===== config.mk =====
export PLATFORM = sky130hd
export DESIGN_NAME = lvds_output_mode_select
export DESIGN_NICKNAME = d
export VERILOG_FILES = /design/src/lvds_mode_pkg.sv /design/src/lvds_output_mode_select.sv /design/src/pix_fifo.sv
export SDC_FILE = /design/constraint.sdc
export NUM_CORES = 2
export LEC_CHECK = 0
export ABC_AREA = 1
export BUFFER_PORTS_ARGS = -buffer_cell sky130_fd_sc_hd__buf_2
export CAP_MARGIN = 5
export CELL_PAD_IN_SITES_DETAIL_PLACEMENT = 0
export CELL_PAD_IN_SITES_GLOBAL_PLACEMENT = 1
export CORE_MARGIN = 1
export CORE_UTILIZATION = 47
export DETAILED_ROUTE_END_ITERATION = 8
export PLACE_DENSITY_LB_ADDON = 0.1
export SLEW_MARGIN = 0
export SYNTH_ARGS = -nofsm -noshare
export SYNTH_HDL_FRONTEND = slang
export SYNTH_SLANG_ARGS = --single-unit

===== constraint.sdc =====
create_clock -name clk -period 3.5 [get_ports clk]
set_input_delay 0.7 -clock clk [delete_from_list [all_inputs] [get_ports clk]]
set_output_delay 0.7 -clock clk [all_outputs]
set_load 0.03 [all_outputs]

===== src/lvds_mode_pkg.sv =====
// constants and types for the lvds output mode select block
// assumes a 50 MHz system clock and a sampled pixel port
package lvds_mode_pkg;

  localparam int CLK_MHZ    = 50;
  localparam int PIX_BITS   = 24;
  localparam int LANE_BITS  = 7;
  localparam int FIFO_DEPTH = 32;

  // 7-bit frame clock: two high, three low, two high
  localparam logic [6:0] LVDS_CLK_PAT = 7'h63;

  // strap settle count after reset release
  localparam logic [1:0] STRAP_SETTLE = 2'h3;

  // register byte offsets
  localparam logic [3:0] REG_OVR    = 4'h0;
  localparam logic [3:0] REG_STATUS = 4'h4;
  localparam logic [3:0] REG_FLAGS  = 4'h8;

  // override register fields and reset values
  localparam int OVR_EN_BIT   = 0;
  localparam int OVR_SWAP_BIT = 1;
  localparam logic OVR_EN_RST   = 1'h0;
  localparam logic OVR_SWAP_RST = 1'h0;

  // flags register
  localparam int FLAG_OVF_BIT = 0;

  // status register fields
  localparam int ST_OUT_LSB  = 0;
  localparam int ST_LNK_LSB  = 3;
  localparam int ST_SWAP_BIT = 6;
  localparam int ST_HALF_BIT = 7;
  localparam int ST_OVF_BIT  = 8;
  localparam int ST_CAP_BIT  = 9;
  localparam int ST_LVL_LSB  = 16;

  // strap level fields
  localparam int MAP_BIT  = 2;
  localparam int REP_BIT  = 2;
  localparam int BC_BIT   = 1;
  localparam int COAX_BIT = 0;

  typedef enum logic [1:0] {
    LAY_DUAL   = 2'b00,
    LAY_SWAP   = 2'b01,
    LAY_SINGLE = 2'b10,
    LAY_REPL   = 2'b11
  } layout_t;

  typedef struct packed {
    logic                pclk;
    logic                valid;
    logic [PIX_BITS-1:0] rgb;
  } pix_in_t;

  typedef struct packed {
    logic                first;
    logic [PIX_BITS-1:0] rgb;
  } pix_word_t;

  typedef struct packed {
    logic [7:0][LANE_BITS-1:0] lane;
    logic [LANE_BITS-1:0]      clk_a;
    logic [LANE_BITS-1:0]      clk_b;
  } lvds_frame_t;

  typedef struct packed {
    logic        cyc;
    logic        stb;
    logic        we;
    logic [3:0]  adr;
    logic [3:0]  sel;
    logic [31:0] dat;
  } wb_req_t;

endpackage


===== src/lvds_output_mode_select.sv =====
// lvds output mode select: straps, pixel pairing and lane layout
// assumes a wishbone classic master on clk and a pixel source on
// its own clock, sampled here through two flip-flops
//
// Function
// - in dual output the odd pixel of a pair fills lanes 0-3 and the even one lanes 4-7.
// - the first active pixel after pixel_valid rises always counts as an odd pixel.
// - dual output sends one frame per pixel pair, both lvds clocks at half pixel rate.
// - single output sends one 7-bit lane frame per pixel on lanes 0-3 with clock a only.
// - replicate behaves as single output and copies lanes 0-3 onto lanes 4-7.
// - the output strap level sets bit order from its top bit; codes 00 and 01 are dual.
// - output codes 10 and 11 select single and replicate for either bit order.
// - swapped dual puts odd pixels on lanes 4-7 and even pixels on lanes 0-3.
// - software may replace the strap swap choice through the override register.
// - each clock a frame, and each clock b frame in dual, is two bits high, three low, two high.
`timescale 1ns/1ns
`default_nettype none
module lvds_output_mode_select
  import lvds_mode_pkg::*;
#(
  parameter int DEPTH = FIFO_DEPTH
) (
  input  wire logic        clk,
  input  wire logic        rst_b,
  input  wire wb_req_t     wb_i,
  output logic [31:0]      wb_dat_o,
  output logic             wb_ack_o,
  input  wire pix_in_t     pix_i,
  output logic             pix_ready,
  input  wire logic [2:0]  output_config_strap,
  input  wire logic [2:0]  link_config_strap,
  output var lvds_frame_t  lvds_o,
  output logic             lvds_valid,
  input  wire logic        lvds_ready,
  output logic             map_sel,
  output logic             repeater_mode,
  output logic             bc_rate_20m,
  output logic             cable_coax
);

  ////////////////////////////////////////////////////////////////
  // state

  typedef struct packed {
    logic [1:0]                pclk_sy;
    logic                      pclk_d;
    logic [1:0]                de_sy;
    logic [1:0][PIX_BITS-1:0]  rgb_sy;
    logic                      de_prev;
    logic [1:0][2:0]           ocs_sy;
    logic [1:0][2:0]           lcs_sy;
    logic [1:0]                cap_cnt;
    logic                      cap_done;
    logic [2:0]                out_lvl;
    logic [2:0]                lnk_lvl;
    logic                      ovr_en;
    logic                      ovr_swap;
    logic                      ovf;
    logic                      ack;
    logic [31:0]               rdat;
    logic                      half;
    logic [PIX_BITS-1:0]       odd_rgb;
    logic                      push;
    pix_word_t                 push_w;
    logic                      fv;
    lvds_frame_t               frame;
  } st_t;

  st_t                   st_r;
  st_t                   st_nxt;

  logic                  f_valid;
  logic                  f_ready;
  pix_word_t             f_word;
  logic [PIX_BITS-1:0]   f_rgb;
  logic                  f_in_ready;
  logic [$clog2(DEPTH):0] f_level;

  layout_t               layout;
  logic                  dual;
  logic                  swap_eff;
  logic                  pop;
  logic                  pair_go;
  logic                  wb_req;
  logic [27:0]           odd_pk;
  logic [27:0]           new_pk;

  ////////////////////////////////////////////////////////////////
  // lane packing

  // top bit of the strap chooses msb-first or lsb-first layout;
  // the finer per-colour map is left to the panel wiring
  function automatic logic [27:0] pack_pix(
    input logic [PIX_BITS-1:0] rgb,
    input logic                msb
  );
    logic [27:0] w;
    if (msb) begin
      w = {1'b1, 3'h0, rgb};
    end else begin
      w = {1'b1, 3'h0, rgb[1:0], rgb[9:8], rgb[17:16],
           rgb[7:2], rgb[15:10], rgb[23:18]};
    end
    return w;
  endfunction

  ////////////////////////////////////////////////////////////////
  // pixel buffer

  pix_fifo #(
    .W     ($bits(pix_word_t)),
    .DEPTH (DEPTH)
  ) u_fifo (
    .clk       (clk),
    .rst_b     (rst_b),
    .in_valid  (st_r.push),
    .in_ready  (f_in_ready),
    .in_data   (st_r.push_w),
    .out_valid (f_valid),
    .out_ready (f_ready),
    .out_data  (f_word),
    .level     (f_level)
  );

  ////////////////////////////////////////////////////////////////
  // decode of captured straps

  assign layout   = layout_t'(st_r.out_lvl[1:0]);
  assign dual     = !st_r.out_lvl[1];
  // override replaces the strap swap in every layout; only dual layouts use swap_eff
  assign swap_eff = st_r.ovr_en ? st_r.ovr_swap
                  : (layout == LAY_SWAP);

  assign f_rgb    = f_word.rgb;
  assign f_ready  = st_r.cap_done && (!st_r.fv || lvds_ready);
  assign pop      = f_valid && f_ready;
  assign pair_go  = pop && dual && st_r.half && !f_word.first;
  assign wb_req   = wb_i.cyc && wb_i.stb && !st_r.ack;
  assign odd_pk   = pack_pix(st_r.odd_rgb, st_r.out_lvl[MAP_BIT]);
  assign new_pk   = pack_pix(f_rgb, st_r.out_lvl[MAP_BIT]);

  ////////////////////////////////////////////////////////////////
  // next state

  always_comb begin
    logic fall;
    fall = 1'b0;
    st_nxt = st_r;

    // synchronisers; first stages feed only the second
    st_nxt.pclk_sy = {st_r.pclk_sy[0], pix_i.pclk};
    st_nxt.de_sy   = {st_r.de_sy[0], pix_i.valid};
    st_nxt.rgb_sy  = {st_r.rgb_sy[0], pix_i.rgb};
    st_nxt.ocs_sy  = {st_r.ocs_sy[0], output_config_strap};
    st_nxt.lcs_sy  = {st_r.lcs_sy[0], link_config_strap};
    st_nxt.pclk_d  = st_r.pclk_sy[1];

    // sample half a pixel period after the launching edge
    fall = st_r.pclk_d && !st_r.pclk_sy[1];
    st_nxt.push = 1'b0;
    if (fall) begin
      st_nxt.de_prev = st_r.de_sy[1];
      st_nxt.push = st_r.de_sy[1];
      st_nxt.push_w.first = st_r.de_sy[1] && !st_r.de_prev;
      st_nxt.push_w.rgb = st_r.rgb_sy[1];
    end

    // a sample the full fifo cannot take is lost and flagged
    if (st_r.push && !f_in_ready) begin
      st_nxt.ovf = 1'b1;
    end

    // straps taken once, after the synchronisers have filled
    if (!st_r.cap_done) begin
      if (st_r.cap_cnt == STRAP_SETTLE) begin
        st_nxt.cap_done = 1'b1;
        st_nxt.out_lvl = st_r.ocs_sy[1];
        st_nxt.lnk_lvl = st_r.lcs_sy[1];
      end else begin
        st_nxt.cap_cnt = st_r.cap_cnt + 1'b1;
      end
    end

    // output frame slot
    if (st_r.fv && lvds_ready) begin
      st_nxt.fv = 1'b0;
    end
    if (pop) begin
      if (dual) begin
        if (f_word.first || !st_r.half) begin
          st_nxt.half = 1'b1;
          st_nxt.odd_rgb = f_rgb;
        end else begin
          st_nxt.half = 1'b0;
          st_nxt.fv = 1'b1;
          if (swap_eff) begin
            st_nxt.frame.lane[3:0] = new_pk;
            st_nxt.frame.lane[7:4] = odd_pk;
          end else begin
            st_nxt.frame.lane[3:0] = odd_pk;
            st_nxt.frame.lane[7:4] = new_pk;
          end
          st_nxt.frame.clk_a = LVDS_CLK_PAT;
          st_nxt.frame.clk_b = LVDS_CLK_PAT;
        end
      end else begin
        st_nxt.half = 1'b0;
        st_nxt.fv = 1'b1;
        st_nxt.frame.lane[3:0] = new_pk;
        if (layout == LAY_REPL) begin
          st_nxt.frame.lane[7:4] = new_pk;
        end else begin
          st_nxt.frame.lane[7:4] = '0;
        end
        st_nxt.frame.clk_a = LVDS_CLK_PAT;
        st_nxt.frame.clk_b = '0;
      end
    end

    // wishbone slave, answer one cycle after the request
    st_nxt.ack = wb_req;
    if (wb_req) begin
      st_nxt.rdat = 32'h0000_0000;
      case (wb_i.adr)
        REG_OVR: begin
          st_nxt.rdat[OVR_EN_BIT] = st_r.ovr_en;
          st_nxt.rdat[OVR_SWAP_BIT] = st_r.ovr_swap;
          if (wb_i.we && wb_i.sel[0]) begin
            st_nxt.ovr_en = wb_i.dat[OVR_EN_BIT];
            st_nxt.ovr_swap = wb_i.dat[OVR_SWAP_BIT];
          end
        end
        REG_STATUS: begin
          st_nxt.rdat[ST_OUT_LSB +: 3] = st_r.out_lvl;
          st_nxt.rdat[ST_LNK_LSB +: 3] = st_r.lnk_lvl;
          st_nxt.rdat[ST_SWAP_BIT] = swap_eff;
          st_nxt.rdat[ST_HALF_BIT] = st_r.half;
          st_nxt.rdat[ST_OVF_BIT] = st_r.ovf;
          st_nxt.rdat[ST_CAP_BIT] = st_r.cap_done;
          st_nxt.rdat[ST_LVL_LSB +: $bits(f_level)] = f_level;
        end
        REG_FLAGS: begin
          st_nxt.rdat[FLAG_OVF_BIT] = st_r.ovf;
          // clear loses against a drop in the same cycle
          if (wb_i.we && wb_i.sel[0] && wb_i.dat[FLAG_OVF_BIT]
              && !(st_r.push && !f_in_ready)) begin
            st_nxt.ovf = 1'b0;
          end
        end
        default: begin
          st_nxt.rdat = 32'h0000_0000;
        end
      endcase
    end
  end

  ////////////////////////////////////////////////////////////////
  // registers

  always_ff @(posedge clk or negedge rst_b) begin
    if (!rst_b) begin
      st_r <= '0;
      st_r.ovr_en <= OVR_EN_RST;
      st_r.ovr_swap <= OVR_SWAP_RST;
    end else begin
      st_r <= st_nxt;
    end
  end

  ////////////////////////////////////////////////////////////////
  // outputs

  assign wb_dat_o      = st_r.rdat;
  assign wb_ack_o      = st_r.ack;
  assign pix_ready     = f_in_ready;
  assign lvds_o        = st_r.frame;
  assign lvds_valid    = st_r.fv;
  assign map_sel       = st_r.out_lvl[MAP_BIT];
  assign repeater_mode = st_r.lnk_lvl[REP_BIT];
  assign bc_rate_20m   = st_r.lnk_lvl[BC_BIT];
  assign cable_coax    = st_r.lnk_lvl[COAX_BIT];

  ////////////////////////////////////////////////////////////////
  // checks

  a_dual_odd_low: assert property (@(posedge clk) disable iff (!rst_b)
    (pair_go && !swap_eff) |=> lvds_o.lane[3:0] == $past(odd_pk)
      && lvds_o.lane[7:4] == $past(new_pk))
    else $error("odd pixel not on low lanes");

  a_first_is_odd: assert property (@(posedge clk) disable iff (!rst_b)
    (pop && dual && f_word.first) |=> st_r.half
      && st_r.odd_rgb == $past(f_rgb) && !$rose(lvds_valid))
    else $error("first pixel not held as odd");

  a_dual_clocks: assert property (@(posedge clk) disable iff (!rst_b)
    pair_go |=> lvds_valid && lvds_o.clk_a == LVDS_CLK_PAT
      && lvds_o.clk_b == LVDS_CLK_PAT)
    else $error("dual frame clocks wrong");

  a_single_lanes: assert property (@(posedge clk) disable iff (!rst_b)
    (pop && layout == LAY_SINGLE) |=> lvds_valid
      && lvds_o.lane[7:4] == '0 && lvds_o.clk_b == '0
      && lvds_o.lane[3:0] == $past(new_pk))
    else $error("single frame layout wrong");

  a_repl_copy: assert property (@(posedge clk) disable iff (!rst_b)
    (pop && layout == LAY_REPL) |=> lvds_valid
      && lvds_o.lane[7:4] == lvds_o.lane[3:0])
    else $error("replicate lanes differ");

  a_strap_out: assert property (@(posedge clk) disable iff (!rst_b)
    $rose(st_r.cap_done) |-> st_r.out_lvl == $past(st_r.ocs_sy[1])
      && map_sel == (st_r.out_lvl >= 3'h4))
    else $error("output strap decode wrong");

  a_strap_link: assert property (@(posedge clk) disable iff (!rst_b)
    $rose(st_r.cap_done) |-> {repeater_mode, bc_rate_20m, cable_coax}
      == $past(st_r.lcs_sy[1]))
    else $error("link strap decode wrong");

  a_swap_high: assert property (@(posedge clk) disable iff (!rst_b)
    (pair_go && swap_eff) |=> lvds_o.lane[7:4] == $past(odd_pk)
      && lvds_o.lane[3:0] == $past(new_pk))
    else $error("swap did not exchange lanes");

  a_override_wr: assert property (@(posedge clk) disable iff (!rst_b)
    (wb_req && wb_i.we && wb_i.adr == REG_OVR && wb_i.sel[0]) |=>
      st_r.ovr_en == $past(wb_i.dat[OVR_EN_BIT])
      && st_r.ovr_swap == $past(wb_i.dat[OVR_SWAP_BIT]) ##1 wb_ack_o == 1'b0)
    else $error("override write not taken");

  a_clk_pattern: assert property (@(posedge clk) disable iff (!rst_b)
    lvds_valid |-> lvds_o.clk_a == LVDS_CLK_PAT
      && lvds_o.clk_b == (dual ? LVDS_CLK_PAT : 7'h00))
    else $error("lvds clock frame pattern wrong");

  a_strap_hold: assert property (@(posedge clk) disable iff (!rst_b)
    st_r.cap_done |=> $stable(st_r.out_lvl) && $stable(st_r.lnk_lvl))
    else $error("strap levels changed after capture");

endmodule // lvds_output_mode_select
`default_nettype wire


===== src/pix_fifo.sv =====
// synchronous fifo with valid/ready on both sides
// assumes depth is a power of two; one clock domain
`timescale 1ns/1ns
`default_nettype none
module pix_fifo #(
  parameter int W     = 25,
  parameter int DEPTH = 32
) (
  input  wire logic                   clk,
  input  wire logic                   rst_b,
  input  wire logic                   in_valid,
  output logic                        in_ready,
  input  wire logic [W-1:0]           in_data,
  output logic                        out_valid,
  input  wire logic                   out_ready,
  output logic [W-1:0]                out_data,
  output logic [$clog2(DEPTH):0]      level
);
  localparam int AW = $clog2(DEPTH);

  typedef struct packed {
    logic [DEPTH-1:0][W-1:0] mem;
    logic [AW-1:0]           wp;
    logic [AW-1:0]           rp;
    logic [AW:0]             cnt;
  } fifo_st_t;

  fifo_st_t st_r;
  fifo_st_t st_nxt;
  logic     push;
  logic     pop;

  assign in_ready  = (st_r.cnt != (AW+1)'(DEPTH));
  assign out_valid = (st_r.cnt != '0);
  assign out_data  = st_r.mem[st_r.rp];
  assign level     = st_r.cnt;
  assign push      = in_valid && in_ready;
  assign pop       = out_valid && out_ready;

  always_comb begin
    st_nxt = st_r;
    if (push) begin
      st_nxt.mem[st_r.wp] = in_data;
      st_nxt.wp = st_r.wp + 1'b1;
    end
    if (pop) begin
      st_nxt.rp = st_r.rp + 1'b1;
    end
    st_nxt.cnt = st_r.cnt + (AW+1)'(push) - (AW+1)'(pop);
  end

  always_ff @(posedge clk or negedge rst_b) begin
    if (!rst_b) begin
      st_r <= '0;
    end else begin
      st_r <= st_nxt;
    end
  end

  a_fifo_count: assert property (@(posedge clk) disable iff (!rst_b)
    (push && !pop) |=> st_r.cnt == $past(st_r.cnt) + 1'b1)
    else $error("fifo count missed a push");
endmodule // pix_fifo
`default_nettype wire


* Word-level counts from Yosys, hierarchy flattened *
Cells that the tools add are included.

storage, ports and cells
  flip-flop bits (word level) = 1033
  bits in latches = 0
  RAM bits = 0
  bits in read-only memories = 0
  bits of input ports = 78
  output and inout port bits = 109
  word-level logic and storage cells = 144
  memories kept = 0

operators by class
  add/subtract/negate cells = 5
  multiply operators = 0
  div/mod/pow operators = 0
  order comparisons = 3
  equality and inequality tests = 7
  shift-type cells = 0
  mux-type cells = 27
  bitwise operators = 3
  reductions and logical operators = 29

operators by type and width
  kind                                                               count
  bitwise mux 800 bit                                                1
  two-way mux 71 bit                                                 3
  binary-select mux 25 bit (select 5 bit)                            1
  demux 25 bit (select 5 bit)                                        1
  two-way mux 56 bit                                                 1
  two-way mux 25 bit                                                 2
  two-way mux 24 bit                                                 2
  two-way mux 28 bit                                                 1
  two-way mux 26 bit                                                 1
  two-way mux 7 bit                                                  2
  logical AND 1 bit                                                  13
  less-than comparator 5 x 6 -> 1 bit, second input constant         2
  adder 5 x 1 -> 5 bit, second input constant                        2
  two-way mux 1 bit                                                  8
  two-way mux 8 bit                                                  1
  zero test 1 bit                                                    7
  adder 6 x 1 -> 6 bit                                               1
  two-way mux 6 bit                                                  1
  inequality test 6 bit, second input constant                       1
  AND reduction 2 bit                                                3
  AND reduction 3 bit                                                2
  nonzero test 6 bit                                                 1
  subtractor 6 x 1 -> 6 bit                                          1
  greater-or-equal comparator 5 x 1 -> 1 bit, second input constant  1
  other kinds (11)                                                   15

* Depth between registers and ports, before layout *
  depth after elaboration = 8
  mapped depth = 16
  depth with buffers taken out = 15

* By module *
A second synthesis with hierarchy kept.

unflattened totals
  cell total of the unflattened synthesis = 6261
  area total of the unflattened synthesis = 48387.7 µm²

by module, submodules not included
  module                   times used  cells an instance  area each (µm²)  sequential area each (µm²)
  pix_fifo                 1           5110               39096.2          20419.6
  lvds_output_mode_select  1           1151               9291.4           4954.8

* Least setup slack after synthesis *
OpenSTA, ideal clock, no wires.

  path kind = input -> register
  start point = input port lvds_ready
  end point = register u_fifo.st_r (netlist bit u_fifo.level[5])
  setup time = 0.079 ns
  arrival = 2.626 ns
  required time = 3.421 ns
  path slack = 0.795 ns
  cell stages on the path = 14
  buffers on the path = 2
  path through = inv_1 a21oi_1 nand2_1 inv_1 clkbuf_1 clkbuf_1 nand2_1 ha_1 a21oi_1 inv_1 a31oi_1 o21ai_0 a21oi_1 xor2_1

RTL lines
  item                    line                           source
  start: declaration      lvds_output_mode_select.sv:34  input wire logic lvds_ready,
  end signal: assignment  pix_fifo.sv:56                 st_r <= st_nxt;
  end: declaration        pix_fifo.sv:28                 fifo_st_t st_r;

* Worst setup path after layout *
  start point = register u_fifo.st_r[6] (netlist name)
  end point = register st_r (netlist bit lvds_o[61])

between the ends
  cells in the longest elaborated chain, start to end = 6
  elaborated cells on any way between the ends = 10
  those cells by class = 1 x eq/ne; 7 x mux; 2 x reduce/logical

RTL lines
  item                                          line                            source
  binary-select mux 25 bit (select 5 bit) (*)   pix_fifo.sv:35                  assign out_data = st_r.mem[st_r.rp];
  two-way mux 25 bit (implied by the code) (*)  pix_fifo.sv:35
  two-way mux 24 bit                            lvds_output_mode_select.sv:98   if (msb) begin
  two-way mux 56 bit                            lvds_output_mode_select.sv:196  if (swap_eff) begin
  two-way mux 71 bit                            lvds_output_mode_select.sv:190  if (f_word.first || !st_r.half) begin
  two-way mux 71 bit                            lvds_output_mode_select.sv:189  if (dual) begin
  end signal: assignment                        lvds_output_mode_select.sv:266  st_r <= st_nxt;
  end: declaration                              lvds_output_mode_select.sv:69   st_t st_r;

Every way passes the cells marked *; elsewhere a longest branch is shown, timed or not. The select of a mux whose other input is x is not followed.
A chain may end at the register's enable or synchronous reset.

==> flow_summary.toml <==
[setup_path]
crit_type = "reg -> reg"
r2r_end = "lvds_o[61]"
crit_path_end_kind = "register"
cpMostUsedCell = "nand2_1"
crit_required_ns = 4.13
worstPathArrival_ns = 3.66
path_buf_inv = 4
path_cells = "inv_8, buf_12, nand2_1, nand3_1, nand2_1, nand2_1, nand2_1, inv_1, nand2_1, nand2_1, nand3_2, nand2_1, buf_4, a21oi_1, a21oi_1"
r2r_slack_ns = 0.47
critPathMaxStageDelay_ns = 0.56
slowest_stage = "dfrtp_4"
rr_worst_depth = 15
critical-path-top-delay-family = "buffers and inverters"
r2r_start = "u_fifo.st_r[6]"
cp-start-kind = "register"
crit_fanout = 48

[logic_synthesis]
synth_warnings = 0
avgSynthCellArea_um2 = 7.77
ys_seq_elements = 1014
synth_ff_type = "dfrtp_1"
netlist_instances = 6145
ys_types = 30
synth.cell_area_mm2 = 0.0478
async_flop_share_pct = 100
synth-edff-count = 0
yosysSeqAreaShare_pct = 53.1

[floorplan]
rows = 116
die_area_mm2 = 0.103
die_w_um = 321
start_util_pct = 47.6
io_pins = 187
fp.dieH_um = 321
core_area_mm2 = 0.100

[hold_path]
holdPathEnd = "st_nxt[208]"
hold_depth = 1
min-delay-start = "pix_i[4]"
hold_path_class = "in -> reg"

[timing]
hold_slack_ns = 0.0845
skew_ns = 0.0213
fin_crit_ns = 3.03
setup_tns_ns = 0
period_share_pct = 86.7
layout_setup_ws_ns = 0.467
drv_slew = 0
fmax_mhz = 330
rsz0062_at_grt = "no"
hold_viol_final = 0
slew_headroom_pct = 19.4
tightestPinTransition_ns = 1.21
final-setup-viol-count = 0

[cts]
cts-root-buf = "clkbuf_16"
cts_buffer_depth = 3
post_cts_resized = 0
insertion_delay_ns = 0.72
cts.sinks = 1014
cts_tree = "done"
cts_buffers = 113
clkTransAtPathRegs_ns = 0.06
htree_levels = 3

[power]
p_int_mw = 25.3
switching_share_pct = 40.9
comb_power_share_pct = 37.3
vdd_drop_max_v = 0.000510
switching_power_mw = 17.5
clkPwrFrac_pct = 28.8
cellPowerDensity_mw_per_mm2 = 806
power_mw = 42.8
seqPwrFrac_pct = 33.9
power.leakage_nw = 25.0

[drt]
totalWireLength_mm = 146
ant_nets = 0
wl_per_cell_um = 19.5
dr.first_iter.drc_count = 3560
viasPerCell = 5.24
drc = 0
drtPass1Iterations = 6
vias = 39058

[global_route]
grt_overflow = 0
grt_max_degree = 102
grt_pass1_vias = 36880
grt_usage_pct = 28.8
antenna_found_initial = 2
grt_pass1_wl_mm = 226

[placement]
place_congestion = 0.860
pre_cts_slack_ns = 0.539
place_area_mm2 = 0.0492
place_hpwl_mm = 87.5
dp.cells = 7250
io_buffers = 125

[cells_and_area]
num_antenna_cells = 0
syn2layout_area_growth_pct = 11.2
fin_util_pct = 52.9
fill_cells = 9912
final_cells = 7453
drive_gt1_share_pct = 8.50
final_cell_mix = "nand2_1, dfrtp_1, o21ai_0"
final_area_mm2 = 0.0531
num-nets-final = 6102
mostFrequentLayoutCell = "nand2_1"

[run_status]
status = "finished clean"

[run]
maxCapViolations = 0
-- layout make-up --
type                    instances  area, µm²  area share [%]
flip-flops and latches       1014      25400            47.8
clock inverters                40        582            1.10
inverters                     413       1560            2.94
clock buffers                 162       3280            6.18
multi-input cells            4176      18200            34.3
well taps                    1357       1700            3.20
repair buffers                291       2400            4.51
-- power groups by stage --
stage / registers, mW / clock network, mW / logic, mW
6_report: 14.5 / 12.3 / 16.0
5_1_grt: 14.7 / 13.0 / 17.7
4_1_cts: 14.5 / 12.6 / 16.0
3_5_place_dp: 14.7 / 0 / 15.9
3_3_place_gp: 14.7 / 0 / 15.9
2_1_floorplan: 14.4 / 0 / 10.9
-- flip-flops by register name, indices dropped and copies added, names as in the netlist --
signal         count
u_fifo.st_r      810
st_r              90
lvds_o            51
st_nxt            33
wb_dat_o          16
u_fifo.level       6
layout             2
bc_rate_20m        1
cable_coax         1
lvds_valid         1
map_sel            1
repeater_mode      1
wb_ack_o           1
-- Yosys cell counts, types with 6 or more instances --
cell type,instances,area share (%)
buf_2,117,1.2
nor2_1,271,2.1
inv_1,406,3.2
clkbuf_1,273,2.1
ha_1,14,0.37
buf_4,129,2.0
xor2_1,13,0.24
nand2_1,2140,17
dfrtp_1,1014,53
buf_6,8,0.19
buf_1,42,0.33
nand3_1,608,6.4
o21ai_0,910,9.5
mux2_2,6,0.14
nand4_1,16,0.21
a21oi_1,152,1.6
-- metal layers --
layer | track usage, % | share of wire, % | vias up
met1 | 40.4 | 46 | 18774
met3 | 5.73 | 6.2 | 228
met4 | 8.29 | 2.8 | 2
li1 | - | - | 19107
met2 | 45.1 | 45 | 947
met5 | 0 | 0.0089 | -
-- what timing repair did --
| item | 4_1_cts | 5_1_grt |
|---|---|---|
| setup buffers | 0 | 0 |
| hold buffers | 1 | 0 |
| endpoints found under the hold margin | 25 | 0 |
-- worst max-delay path by stage --
stage	start	endpoint	slack, ns	cells after the start
CTS	u_fifo.st_r[6]	lvds_o[20]	0.51	13
global route	u_fifo.st_r[6]	lvds_o[59]	0.29	15
detailed placement	u_fifo.st_r[6]	lvds_o[20]	0.54	13
finish	u_fifo.st_r[6]	lvds_o[61]	0.47	15
floorplan	lvds_ready	u_fifo.level[5]	0.79	14
global placement	u_fifo.st_r[6]	lvds_o[53]	0.54	13
-- logic make-up (layout without fill, tap and decap cells) --
| family | after synthesis | count (layout) | share of synthesized area [%] |
|---|---|---|---|
| xor gates and xnor gates | 13 | 13 | 0.238 |
| muxes | 10 | 10 | 0.225 |
| and+or+nand+nor | 3042 | 3042 | 25.6 |
| adders and majority gates | 15 | 15 | 0.409 |
| DFF | 1014 | 1014 | 53.1 |
| buffers and inverters | 982 | 906 | 9.16 |
| AOI/OAI and AO/OA | 1068 | 1068 | 11.2 |
| other | 1 | 28 | 0.00785 |
Power figures use the tool's default switching activity.
